## src/logic/vco_cal_params.svh

```systemverilog
// Register offsets, field positions and timing constants for the VCO calibration block
`ifndef VCO_CAL_PARAMS_SVH
`define VCO_CAL_PARAMS_SVH

`define REG_AUTOCAL_CONTROL      8'h12
`define REG_N_INT_LOW            8'h10
`define REG_BAND_CLOCK_DIVIDER   8'h30
`define REG_FINE_TIMEOUT_LOW     8'h31
`define REG_FINE_HIGH_ADC_CTRL   8'h32
`define REG_COARSE_READBACK_SEL  8'h33
`define REG_CAL_TEST_MODE        8'h34
`define REG_TEMP_ADC_CLK_DIV     8'h35
`define REG_MANUAL_BAND_VALUE    8'h37
`define REG_MANUAL_CORE_SELECT   8'h38
`define REG_CAL_DATA_READBACK    8'h6E
`define REG_CAL_DATA_READBACK_HI 8'h6F
`define REG_ADC_CLOCK_GATE       8'h73

`define BIT_AUTO_CAL_ON          6
`define BIT_ADC_ENABLE           2
`define BIT_ADC_START            3
`define BIT_ADC_CLK_OFF          2

`define OVERRIDE_MANUAL          3'h2
`define READBACK_SEL_BAND        3'h1
`define READBACK_SEL_TEMP        3'h5

`define COARSE_UNIT              16'h0400
`define BAND_STEPS               4'hB
`define CYCLES_PER_STEP          5'h10
`define ADC_CONV_CYCLES          5'h10
`define ADC_DIV_MULT             10'h004
`define ADC_DIV_ADD              10'h002
`define SETTLE_PFD_CYCLES        16'h0100

`endif

```

## src/logic/vco_cal_pkg.sv

```systemverilog
// Types shared by the VCO calibration and temperature ADC control block
package vco_cal_pkg;

  typedef enum logic [2:0] {
    CAL_IDLE,
    CAL_TIMEOUT,
    CAL_BAND,
    CAL_SETTLE
  } cal_state_t;

  typedef struct packed {
    logic       wr;
    logic       rd;
    logic [7:0] addr;
    logic [7:0] wdata;
  } reg_req_t;

  typedef struct packed {
    logic       core_on;
    logic [7:0] band;
  } vco_setting_t;

endpackage

```

## src/logic/vco_cal_and_temp_adc_ctrl.sv

```systemverilog
// VCO core and band calibration sequencer with temperature ADC control
`include "vco_cal_params.svh"

module vco_cal_and_temp_adc_ctrl
  import vco_cal_pkg::*;
#(
  parameter int SETTLE_CYCLES = 256
)(
  // Clock and reset
  input  wire logic         sys_clk_in,
  input  wire logic         sys_rst_in,
  // Phase detector clock enable and reference status
  input  wire logic         phase_detector_clk_in,
  input  wire logic         ref_valid_in,
  // Register access from the serial port
  input  wire reg_req_t     reg_req_in,
  output logic      [7:0]   reg_rdata_out,
  // Analog side
  input  wire logic [7:0]   band_found_in,
  input  wire logic         band_cmp_in,
  input  wire logic [7:0]   adc_sample_in,
  output vco_setting_t      vco_setting_out,
  output logic              band_select_clk_out,
  output logic              adc_clk_en_out,
  output logic              cal_busy_out,
  output logic              adc_valid_out
);

  ////////////////////////////////////////////////////////////////////////////
  // Registers
  logic [7:0] autocal_control;
  logic [7:0] band_clock_divider;
  logic [7:0] fine_timeout_low;
  logic [7:0] fine_timeout_high_adc_ctrl;
  logic [7:0] coarse_timeout_readback_sel;
  logic [7:0] cal_test_mode;
  logic [7:0] temp_adc_clock_divider;
  logic [7:0] manual_band_value;
  logic [7:0] manual_core_select;
  logic [7:0] adc_clock_gate;
  logic       lock_trigger;

  function automatic logic is_write(input reg_req_t r, input logic [7:0] a);
    is_write = r.wr && (r.addr == a);
  endfunction

  always_ff @(posedge sys_clk_in)
  begin
    if (sys_rst_in)
    begin
      autocal_control             <= 8'h40;
      band_clock_divider          <= 8'h01;
      fine_timeout_low            <= 8'h02;
      fine_timeout_high_adc_ctrl  <= 8'h00;
      coarse_timeout_readback_sel <= 8'h02;
      cal_test_mode               <= 8'h00;
      temp_adc_clock_divider      <= 8'h01;
      manual_band_value           <= 8'h00;
      manual_core_select          <= 8'h00;
      adc_clock_gate              <= 8'h00;
    end
    else
    begin
      if (is_write(reg_req_in, `REG_AUTOCAL_CONTROL))
        autocal_control <= reg_req_in.wdata;
      if (is_write(reg_req_in, `REG_BAND_CLOCK_DIVIDER))
        band_clock_divider <= reg_req_in.wdata;
      if (is_write(reg_req_in, `REG_FINE_TIMEOUT_LOW))
        fine_timeout_low <= reg_req_in.wdata;
      if (is_write(reg_req_in, `REG_FINE_HIGH_ADC_CTRL))
        fine_timeout_high_adc_ctrl <= reg_req_in.wdata;
      if (is_write(reg_req_in, `REG_COARSE_READBACK_SEL))
        coarse_timeout_readback_sel <= reg_req_in.wdata;
      if (is_write(reg_req_in, `REG_CAL_TEST_MODE))
        cal_test_mode <= reg_req_in.wdata;
      if (is_write(reg_req_in, `REG_TEMP_ADC_CLK_DIV))
        temp_adc_clock_divider <= reg_req_in.wdata;
      if (is_write(reg_req_in, `REG_MANUAL_BAND_VALUE))
        manual_band_value <= reg_req_in.wdata;
      if (is_write(reg_req_in, `REG_MANUAL_CORE_SELECT))
        manual_core_select <= reg_req_in.wdata;
      if (is_write(reg_req_in, `REG_ADC_CLOCK_GATE))
        adc_clock_gate <= reg_req_in.wdata;
    end
  end

  assign lock_trigger = is_write(reg_req_in, `REG_N_INT_LOW);

  ////////////////////////////////////////////////////////////////////////////
  // Decoded fields
  logic        auto_cal_on;
  logic [2:0]  cal_override_mode;
  logic        forced_core;
  logic [4:0]  coarse_settle_count;
  logic [9:0]  fine_count;
  logic [2:0]  readback_source_sel;
  logic        adc_enable;
  logic        adc_start;
  logic        adc_clk_off;
  logic        manual_mode;
  logic [15:0] timeout_total;

  assign auto_cal_on         = autocal_control[`BIT_AUTO_CAL_ON];
  assign cal_override_mode   = cal_test_mode[7:5];
  assign manual_mode         = (cal_override_mode == `OVERRIDE_MANUAL);
  assign forced_core         = (manual_core_select[7:4] != 4'h0);
  assign coarse_settle_count = coarse_timeout_readback_sel[4:0];
  assign fine_count          = {fine_timeout_high_adc_ctrl[1:0], fine_timeout_low};
  assign readback_source_sel = coarse_timeout_readback_sel[7:5];
  assign adc_enable          = fine_timeout_high_adc_ctrl[`BIT_ADC_ENABLE];
  assign adc_start           = fine_timeout_high_adc_ctrl[`BIT_ADC_START];
  assign adc_clk_off         = adc_clock_gate[`BIT_ADC_CLK_OFF];
  assign timeout_total       = 16'({coarse_settle_count, 10'h000}) + 16'(fine_count);

  ////////////////////////////////////////////////////////////////////////////
  // Band select clock divider
  logic [7:0] bsc_count;
  logic       bsc_tick;

  always_ff @(posedge sys_clk_in)
  begin
    if (sys_rst_in)
      bsc_count <= 8'h00;
    else if (phase_detector_clk_in)
    begin
      if (bsc_count + 8'h01 >= band_clock_divider)
        bsc_count <= 8'h00;
      else
        bsc_count <= bsc_count + 8'h01;
    end
  end

  assign bsc_tick = phase_detector_clk_in && (bsc_count + 8'h01 >= band_clock_divider);

  always_ff @(posedge sys_clk_in)
  begin
    if (sys_rst_in)
      band_select_clk_out <= 1'b0;
    else
      band_select_clk_out <= bsc_tick;
  end

  ////////////////////////////////////////////////////////////////////////////
  // Calibration sequencer
  cal_state_t   state;
  logic [15:0]  phase_count;
  logic [3:0]   step_count;
  logic [4:0]   step_cycles;
  logic [7:0]   cal_band;
  logic         cal_core;

  always_ff @(posedge sys_clk_in)
  begin
    if (sys_rst_in)
    begin
      state       <= CAL_IDLE;
      phase_count <= 16'h0000;
      step_count  <= 4'h0;
      step_cycles <= 5'h00;
    end
    else
    begin
      case (state)
        CAL_IDLE:
        begin
          phase_count <= 16'h0000;
          if (lock_trigger && auto_cal_on && !manual_mode)
            state <= CAL_TIMEOUT;
          else if (lock_trigger)
            state <= CAL_SETTLE;
        end
        CAL_TIMEOUT:
        begin
          if (phase_detector_clk_in)
          begin
            if (phase_count + 16'h0001 >= timeout_total)
            begin
              phase_count <= 16'h0000;
              step_count  <= 4'h0;
              step_cycles <= 5'h00;
              state       <= CAL_BAND;
            end
            else
              phase_count <= phase_count + 16'h0001;
          end
        end
        CAL_BAND:
        begin
          if (bsc_tick)
          begin
            if (step_cycles == `CYCLES_PER_STEP - 5'h01)
            begin
              step_cycles <= 5'h00;
              if (step_count == `BAND_STEPS - 4'h1)
                state <= CAL_SETTLE;
              else
                step_count <= step_count + 4'h1;
            end
            else
              step_cycles <= step_cycles + 5'h01;
          end
        end
        CAL_SETTLE:
        begin
          if (phase_detector_clk_in)
          begin
            if (phase_count + 16'h0001 >= 16'(SETTLE_CYCLES))
            begin
              phase_count <= 16'h0000;
              state       <= CAL_IDLE;
            end
            else
              phase_count <= phase_count + 16'h0001;
          end
        end
        default:
          state <= CAL_IDLE;
      endcase
    end
  end

  // Band result latched at each step end so readback is stable afterwards
  always_ff @(posedge sys_clk_in)
  begin
    if (sys_rst_in)
    begin
      cal_band <= 8'h00;
      cal_core <= 1'b0;
    end
    else if (state == CAL_BAND && bsc_tick && step_cycles == `CYCLES_PER_STEP - 5'h01)
    begin
      cal_band <= band_found_in;
      cal_core <= band_cmp_in | cal_core | 1'b1;
    end
  end

  always_ff @(posedge sys_clk_in)
  begin
    if (sys_rst_in)
      vco_setting_out <= '0;
    else if (lock_trigger && manual_mode)
    begin
      vco_setting_out.core_on <= forced_core;
      vco_setting_out.band    <= manual_band_value;
    end
    else if (state == CAL_BAND && !manual_mode)
    begin
      vco_setting_out.core_on <= cal_core;
      vco_setting_out.band    <= cal_band;
    end
  end

  assign cal_busy_out = (state != CAL_IDLE);

  ////////////////////////////////////////////////////////////////////////////
  // Temperature ADC
  logic [9:0] adc_div_limit;
  logic [9:0] adc_div_count;
  logic       adc_tick;
  logic [4:0] adc_cycles;
  logic [7:0] adc_result;

  // divide by four times divider plus two
  assign adc_div_limit = 10'(temp_adc_clock_divider) * `ADC_DIV_MULT + `ADC_DIV_ADD;

  // clock runs only with valid reference
  always_ff @(posedge sys_clk_in)
  begin
    if (sys_rst_in || !adc_enable || adc_clk_off)
      adc_div_count <= 10'h000;
    else if (phase_detector_clk_in && ref_valid_in)
    begin
      if (adc_div_count + 10'h001 >= adc_div_limit)
        adc_div_count <= 10'h000;
      else
        adc_div_count <= adc_div_count + 10'h001;
    end
  end

  assign adc_tick = adc_enable && !adc_clk_off && phase_detector_clk_in && ref_valid_in
                    && (adc_div_count + 10'h001 >= adc_div_limit);
  assign adc_clk_en_out = adc_tick;

  always_ff @(posedge sys_clk_in)
  begin
    if (sys_rst_in || !adc_start || !adc_enable)
    begin
      adc_cycles    <= 5'h00;
      adc_valid_out <= 1'b0;
    end
    else if (adc_tick && !adc_valid_out)
    begin
      if (adc_cycles == `ADC_CONV_CYCLES - 5'h01)
        adc_valid_out <= 1'b1;
      else
        adc_cycles <= adc_cycles + 5'h01;
    end
  end

  always_ff @(posedge sys_clk_in)
  begin
    if (sys_rst_in)
      adc_result <= 8'h00;
    else if (adc_tick && adc_start && !adc_valid_out
             && adc_cycles == `ADC_CONV_CYCLES - 5'h01)
      adc_result <= adc_sample_in;
  end

  ////////////////////////////////////////////////////////////////////////////
  // Register readback
  logic [7:0] next_rdata;

  always_comb
  begin
    next_rdata = 8'h00;
    case (reg_req_in.addr)
      `REG_AUTOCAL_CONTROL:      next_rdata = autocal_control;
      `REG_BAND_CLOCK_DIVIDER:   next_rdata = band_clock_divider;
      `REG_FINE_TIMEOUT_LOW:     next_rdata = fine_timeout_low;
      `REG_FINE_HIGH_ADC_CTRL:   next_rdata = fine_timeout_high_adc_ctrl;
      `REG_COARSE_READBACK_SEL:  next_rdata = coarse_timeout_readback_sel;
      `REG_CAL_TEST_MODE:        next_rdata = cal_test_mode;
      `REG_TEMP_ADC_CLK_DIV:     next_rdata = temp_adc_clock_divider;
      `REG_MANUAL_BAND_VALUE:    next_rdata = manual_band_value;
      `REG_MANUAL_CORE_SELECT:   next_rdata = manual_core_select;
      `REG_ADC_CLOCK_GATE:       next_rdata = adc_clock_gate;
      `REG_CAL_DATA_READBACK:
      begin
        if (readback_source_sel == `READBACK_SEL_TEMP)
          next_rdata = adc_result;
        else if (readback_source_sel == `READBACK_SEL_BAND)
          next_rdata = {3'h0, vco_setting_out.band[4:0]};
      end
      `REG_CAL_DATA_READBACK_HI:
      begin
        if (readback_source_sel == `READBACK_SEL_BAND)
          next_rdata = {7'h00, vco_setting_out.core_on};
      end
      default:                   next_rdata = 8'h00;
    endcase
  end

  always_ff @(posedge sys_clk_in)
  begin
    if (sys_rst_in)
      reg_rdata_out <= 8'h00;
    else if (reg_req_in.rd)
      reg_rdata_out <= next_rdata;
  end

endmodule

```

## config.mk

```make
export PLATFORM = sky130hd
export DESIGN_NAME = vco_cal_and_temp_adc_ctrl
export DESIGN_NICKNAME = d
export VERILOG_FILES = /design/src/logic/vco_cal_pkg.sv /design/src/logic/vco_cal_and_temp_adc_ctrl.sv
export VERILOG_INCLUDE_DIRS = /design/src /design/src/logic
export SDC_FILE = /design/constraint.sdc
export NUM_CORES = 1
export LEC_CHECK = 0
export BUFFER_PORTS_ARGS = -buffer_cell sky130_fd_sc_hd__buf_2
export CAP_MARGIN = 20
export CELL_PAD_IN_SITES_DETAIL_PLACEMENT = 0
export CELL_PAD_IN_SITES_GLOBAL_PLACEMENT = 2
export CORE_UTILIZATION = 37
export CTS_BUF_LIST = sky130_fd_sc_hd__clkbuf_8
export DETAILED_ROUTE_END_ITERATION = 8
export GPL_ROUTABILITY_DRIVEN = 0
export HOLD_SLACK_MARGIN = 0.08
export MAX_ROUTING_LAYER = met4
export PLACE_DENSITY = 0.89
export RECOVER_POWER = 50
export SYNTH_ARGS = -nofsm -noshare
export SYNTH_HDL_FRONTEND = slang
export SYNTH_SLANG_ARGS = --single-unit
```

## constraint.sdc

```tcl
create_clock -name sys_clk_in -period 3.5 [get_ports sys_clk_in]
set_clock_uncertainty 0.15 [all_clocks]
set_input_delay 0.525 -clock sys_clk_in [delete_from_list [all_inputs] [get_ports sys_clk_in]]
set_output_delay 0.525 -clock sys_clk_in [all_outputs]
set_load 0.02 [all_outputs]
```

==> summary.md, run 1 <==
| Metric | Value |
|---|---|
| Outcome | `finished, final reports clean` |
| Routed WL | `around 26000 µm` |
| Fin nets | `~1200` |
| I/O pin count | `60` |
| Gr ovfl total | `0` |
| EDFF count, synth | `0` |
| Antenna violations before repair | `0` |
| Final setup vio count | `0` |
| DIE HEIGHT | `approximately 160 µm` |
| Pins Over Slew Limit | `0` |
| Setup crit end kind | `output port` |
| Peak fanout along the critical path | `4` |
| Core area | `between 20000 and 25000 µm²` |
| Worst EP required | `2.82 ns` |
| Clk sink count | `166` |
| Max Cap Viol | `0` |
| Register area | `about 3300 µm²` |
| Tmin final | `3.40 ns` |
| Post-synthesis async set-or-reset flop share | `0%` |
| Maximum clock frequency | `between 0.2 and 0.3 GHz` |
| DP Cell Count | `1435` |
| Worst slew pin tran | `1.15 ns` |
| Min-delay worst type | `input pin to flip-flop` |
| Vias per cell | `around 5.4` |
| Chip width | `156 µm` |
| Internal | `approximately 2800 µW` |
| Most flops, register | `phase_count` |
| Relative slew slack | `23.0%` |
| Cell Rows | `56` |
| Placed cell areas | `about 9500 µm²` |
| Yosys warning total | `0` |
| Hpwl dp | `18200 µm` |
| Clock buffer count from CTS | `17` |
| Full die area | `24400 µm²` |
| Final hold violation count | `0` |
| First-pass GRT wire length | `between 40000 and 50000 µm` |
| CP Class | `flip-flop to output port` |
| Via count | `between 7000 and 8000` |
| Startpoint class of the critical path | `flip-flop` |
| DRC violations left | `0` |
| Worst skew pair latency | `between 0.4 and 0.5 ns` |
| Sw frac | `30.6%` |
| Power per cell area | `~400 nW/µm²` |
| Period utilization | `97.3%` |
| Fin area | `around 10000 µm²` |
| Max IR drop VDD | `271 µV` |
| Unrepaired setup endpoints after global routing | `true` |
| Multi-input combinational cell area | `a little over 5000 µm²` |
| Psw | `about 1200 µW` |
| Synth Net Count | `~1200` |
| End-of-flow core utilization | `42.6%` |
| All-Layer GR Usage | `~22%` |
| Fillers | `between 2000 and 2500` |
| Comb power frac | `between 10% and 20%` |
| IO Port Bufs | `58` |
| WP data arrival | `between 2 and 3 ns` |
| WL/cell | `roughly 17 µm` |
| # H-tree levels | `4` |
| #FFs+latches synth | `166` |
| Setup tns final | `0 ns` |
| Sequential area share after synthesis | `about 38%` |
| Largest net degree at the start of global routing | `90` |
| Share of cells above drive strength 1 | `a little under an eighth` |
| Pre-antenna DRT Iters | `6` |
| Post-route insts no fill | `1473` |
| Root Driver | `clkbuf_8` |
| Synth Instances | `1087` |
| CTS tree | `built` |
| Clock slew at reported path FFs | `about 0.10 ns` |
| Hold_buf cts | `0` |
| Initial Utilization | `37.7%` |
| Clock power share | `36.9%` |
| Avg Synthesized Cell Area | `roughly 8.1 µm²` |
| Largest regs | `phase_count (16), adc_div_count (10), vco_setting_out (9)` |
| Area Overhead vs Synth | `13.2%` |
| Synthesized area | `around 8800 µm²` |
| Initial DRC count | `about 600` |
| Reg power frac | `48.0%` |
| Top FF cell, synth | `dfxtp_1` |
| CTS max path bufs | `2` |
| Cell variety after synth | `69` |
| Commonest non-fill, non-tap cell in the layout | `dfxtp_1` |
| Vias in the first global route | `roughly 7600` |
| Most frequent cells in the layout | `dfxtp_1 (161), nand2_1 (138), a21oi_1 (106)` |
| Largest register FFs | `16` |
| Leak pwr | `approximately 0.0036 µW` |
| Routed Antenna Nets | `0` |
| Final Power | `between 3000 and 4000 µW` |
[final cells by class]
type	count	area share, %
Tap cell	319	4.00
Sequential cell	166	33.4
Multi-Input combinational cell	802	50.9
Clock inverter	14	1.67
Timing Repair Buffer	100	5.54
Antenna cell	1	0.0251
Inverter	53	1.99
Clock buffer	18	2.48
[path summary, 6_finish.rpt]
path / from / end / cells after the start / slack [ns]
max reg2reg: phase_count[1]$_SDFFE_PP0P_ / phase_count[9]$_SDFFE_PP0P_ / 14 / 0.29
min: band_found_in[6] / cal_band[6]$_SDFFE_PP0P_ / 3 / 0.14
min reg2reg: cal_core$_SDFFE_PP0P_ / cal_core$_SDFFE_PP0P_ / 2 / 0.30
max: adc_div_count[0]$_SDFFE_PP0P_ / adc_clk_en_out / 12 / 0.1
[power by group through the flow]
stage / Combinational (µW) / Sequential, µW / Clock [µW]
finish: 600 / 1910 / 1470
global route: 666 / 1920 / 1590
CTS: 580 / 1920 / 1510
detailed placement: 578 / 1960 / 0
global placement: 580 / 1960 / 0
floorplan: 410 / 1960 / 0
[per-layer routing]
| layer | wire [µm] | part of all wire, % | GRT usage (%) |
|---|---|---|---|
| met5 | 0 | 0 | - |
| met1 | 12400 | 48 | 30.1 |
| met4 | 374 | 1.5 | 5.65 |
| met3 | 1240 | 4.8 | 3.30 |
| met2 | 11600 | 45 | 34.1 |
[kinds of logic (layout without fill, tap and decap cells)]
kind of cell               count (synthesis)  count (layout)  synth area share, %
DFF                                      166             166                 37.7
other                                      0               1                    0
buffers and inverters                    119             185                 5.20
and+or+nand+nor                          405             405                 22.3
muxes                                     55              55                 6.33
adders and majority gates                 43              43                 6.10
xor gates and xnor gates                  29              29                 2.88
AOI/OAI and AO/OA                        270             270                 19.5
[worst max-delay path: stages, from the launching register on]
cell and delay [ns]:
dfxtp_4 0.38, ha_4 0.15, and3_4 0.21, and3_4 0.21
nand3_1 0.12, xnor2_2 0.17, ha_1 0.27, o21a_1 0.13
o21ai_2 0.06, o21bai_1 0.20, a21oi_2 0.08, nor2_2 0.13
buf_4 0.16
[cells in the mapped netlist (4+ instances only)]
cell type / n / area (µm²)
nor2b_1: 10 / 62.6
inv_1: 53 / 199
o21ai_0: 48 / 240
a22o_1: 10 / 87.6
mux2_2: 6 / 67.6
buf_1: 7 / 26.3
nor2_1: 77 / 289
xnor2_1: 11 / 96.3
mux2i_1: 49 / 490
a211oi_1: 6 / 45.0
and2_1: 7 / 43.8
nor3_1: 14 / 70.1
nor3b_1: 8 / 60.1
nand3_1: 87 / 435
a21oi_1: 108 / 541
a31oi_1: 6 / 37.5
nand3b_1: 5 / 37.5
dfxtp_1: 166 / 3320
a22oi_1: 22 / 165
nand4_1: 13 / 81.3
or3_1: 5 / 31.3
o21ai_1: 7 / 35.0
a41o_1: 4 / 40.0
a221oi_1: 11 / 96.3
and3_1: 18 / 113
nand2_1: 138 / 518
o31ai_1: 5 / 37.5
ha_1: 43 / 538
clkbuf_1: 55 / 206
a31o_1: 6 / 52.6
xor2_1: 18 / 158
[repair_timing]
item / CTS / global route
setup buffers: 2 / 3
setup endpoints to repair: 1 / 27
cloned: 0 / 0
resized for setup: 12 / 11
endpoints found under the hold margin: 0 / 0
pin swaps: 2 / 2
[metrics by stage]
step	setup slack [ns]	hold WS, ns
finish	0.0962	0.144
global route	-0.0922	0.127
CTS	0.00602	0.129
detailed placement	0.0918	0.288
global placement	0.157	0.282
floorplan	0.409	0.276
Note: power is estimated with default switching activity, not from simulation.
==> run 2: changes to the inputs <==
==> constraint.sdc (replaced) <==
create_clock -name sys_clk_in -period 3.5 [get_ports sys_clk_in]
set_clock_uncertainty 0.15 [all_clocks]
set_input_delay 0 -clock sys_clk_in [delete_from_list [all_inputs] [get_ports sys_clk_in]]
set_output_delay 0 -clock sys_clk_in [all_outputs]
set_load 0.02 [all_outputs]
==> run 2 against run 1 <==
- global-route usage barely moved
- clock power hardly changed
- final cell count is 2.1% higher
- maximum frequency grew 1.9%
- clock-buffer cell count stayed put
- routed wire length up 0.74%
- die area is the same
- non-clock buffer count rose by 32
- via count rose by 1.4%
- power grew 0.93%
- critical endpoint is now coarse_timeout_readback_sel[0]$_SDFFE_PP0P_
==> summary.md, run 2 (same netlist as run 1, synthesis figures left out) <==
| Metric | Value |
|---|---|
| Outcome | `finished, final reports clean` |
| Largest regs | `phase_count (16), adc_div_count (10), vco_setting_out (9)` |
| Most flops, register | `phase_count` |
| Vias per cell | `5.39 (-0.65%)` |
| Root Driver | `clkbuf_8` |
| Max Cap Viol | `0 (unchanged)` |
| Commonest non-fill, non-tap cell in the layout | `dfxtp_1` |
| Vias in the first global route | `7530 (-0.57%)` |
| DRC violations left | `0 (unchanged)` |
| Final hold violation count | `0 (unchanged)` |
| Worst slew pin tran | `0.982 ns (-0.172 ns)` |
| WL/cell | `17.2 µm (-1.3%)` |
| Clock slew at reported path FFs | `0.10 ns (about the same)` |
| Critical R2R Launch | `bsc_count[2]$_SDFFE_PP0P_` |
| Fin area | `10300 µm² (+3.4%)` |
| Area Overhead vs Synth | `17.0%` |
| Final setup vio count | `0 (unchanged)` |
| Multi-input combinational cell area | `5050 µm² (-0.52%)` |
| Antenna violations before repair | `0 (unchanged)` |
| Power per cell area | `390 nW/µm² (-2.4%)` |
| Setup tns final | `0 ns (unchanged)` |
| CP Class | `input pin to flip-flop` |
| Peak fanout along the critical path | `18 (+14)` |
| # H-tree levels | `4 (unchanged)` |
| Cell Chain, Critical Path | `dlygate4sd3_1 > clkbuf_1 > nand2_1 > nor4b_1 > buf_4 > nand3_1 > dlygate4sd3_1 > a21oi_1` |
| Most frequent cells in the layout | `dfxtp_1 (165), nand2_1 (138), a21oi_1 (107)` |
| Fillers | `2452 (-0.53%)` |
| Worst hold slack | `0.147 ns (+0.00296 ns)` |
| Max IR drop VDD | `177 µV (-35%)` |
| Setup crit end kind | `flip-flop` |
| Pre-antenna DRT Iters | `7 (+1)` |
| Largest register FFs | `16 (unchanged)` |
| Final Power | `4020 µW (+0.93%)` |
| Initial DRC count | `511 (-15%)` |
| Startpoint of the worst hold path | `band_found_in[0]` |
| Routed Antenna Nets | `0 (unchanged)` |
| Tmin final | `3.34 ns (-0.0633 ns)` |
| Worst Path Buf+Inv | `4 (+3)` |
| Relative slew slack | `34.5% (+11 points)` |
| End-of-flow core utilization | `44.1% (+1.4 points)` |
| First-pass GRT wire length | `40700 µm (-0.17%)` |
| Crit path launch | `reg_req_in[8]` |
| Startpoint class of the critical path | `input pin` |
| All-Layer GR Usage | `22.1% (about the same)` |
| Crit path largest cell delay | `0.69 ns (+0.31 ns)` |
| Hpwl dp | `18000 µm (-1.2%)` |
| I/O pin count | `60 (unchanged)` |
| Routed WL | `25800 µm (+0.74%)` |
| IO Port Bufs | `58 (unchanged)` |
| WP data arrival | `3.58 ns (+0.85 ns)` |
| Slowest CP cell | `clkbuf_1` |
| Register area | `3320 µm² (-0.30%)` |
| DIE HEIGHT | `156 µm (unchanged)` |
| Largest net degree at the start of global routing | `89 (-1.1%)` |
| Maximum clock frequency | `0.299 GHz (+1.9%)` |
| Gr ovfl total | `0 (unchanged)` |
| Period utilization | `95.4% (-1.8 points)` |
| Placed cell areas | `9450 µm² (-1.0%)` |
| CP most frequent cell | `dlygate4sd3_1` |
| Pins Over Slew Limit | `0 (unchanged)` |
| Clk sink count | `166 (unchanged)` |
| Clock buffer count from CTS | `17 (unchanged)` |
| CP delay by family, top | `buffers and inverters` |
| CTS max path bufs | `2 (unchanged)` |
| Chip width | `156 µm (unchanged)` |
| Antenna fix cells | `0 (-1)` |
| Initial Utilization | `37.7% (unchanged)` |
| Leak pwr | `0.00377 µW (+4.4%)` |
| Worst skew pair latency | `0.47 ns (about the same)` |
| Core area | `23400 µm² (unchanged)` |
| Full die area | `24400 µm² (unchanged)` |
| Via count | `8101 (+1.4%)` |
| CTS tree | `built` |
| Cell Rows | `56 (unchanged)` |
| Worst EP required | `3.74 ns (+0.92 ns)` |
| Min-delay worst type | `input pin to flip-flop` |
| Fin nets | `1254 (+2.6%)` |
| Share of cells above drive strength 1 | `10.2% (-1.3 points)` |
## run 2: cell types whose count changed in the layout (fill, tap and decap cells not counted), sizes merged
cell	previous run	this run
clkinv	6	3
dlygate4sd3	0	44
clkbuf	52	45
clkinvlp	1	0
buf	66	61
inv	58	62
diode	1	0
## run 2: final timing paths
check                                                end  slack (ns)  cells past startpoint
max          coarse_timeout_readback_sel[0]$_SDFFE_PP0P_        0.16                      8
min                             cal_band[0]$_SDFFE_PP0P_        0.15                      4
max reg2reg                    bsc_count[7]$_SDFFE_PP0P_        0.22                     11
min reg2reg                        cal_core$_SDFFE_PP0P_        0.30                      2
## run 2: stage by stage
stage          cells  worst slack, ns
6_report        1504            0.159
2_1_floorplan   1087            0.409
4_1_cts         1501           0.0936
3_3_place_gp    1423            0.234
3_5_place_dp    1423            0.198
5_1_grt         1504         -0.00375
## run 2: where the power goes
part | total, µW | internal [µW] | leakage (µW) | switching [µW]
Clock | 1500 | 690 | 0.000218 | 812
Combinational | 606 | 202 | 0.00221 | 405
Sequential | 1920 | 1900 | 0.00134 | 14.1
## run 2: what timing repair did
action | 4_1_cts | 5_1_grt
hold endpoints to repair | 135 | 0
pin swaps | 0 | 3
endpoints found under the setup margin | 1 | 33
buffers inserted | 2 | 3
hold buffers | 44 | 0
resized for setup | 0 | 9
## run 2: final cells by class
type	count	share of cell area [%]
well taps	319	3.87
clock inverters	14	1.75
repair buffers	132	8.88
clock buffers	18	2.40
multi-input cells	802	49.0
flip-flops and latches	166	32.2
inverters	53	1.93
## run 2: per-layer routing
metal / routed length [µm] / part of all wire (%) / global-route usage (%)
met1: 12500 / 48 / 30.3
met2: 11600 / 45 / 33.2
met3: 1220 / 4.7 / 3.38
met4: 442 / 1.7 / 6.91
met5: 0 / 0 / -
## run 2: tightest hold or removal path: stages
cell	delay [ns]
dlygate4sd3_1	0.52
buf_2	0.09
mux2i_1	0.05
nor2_1	0.07
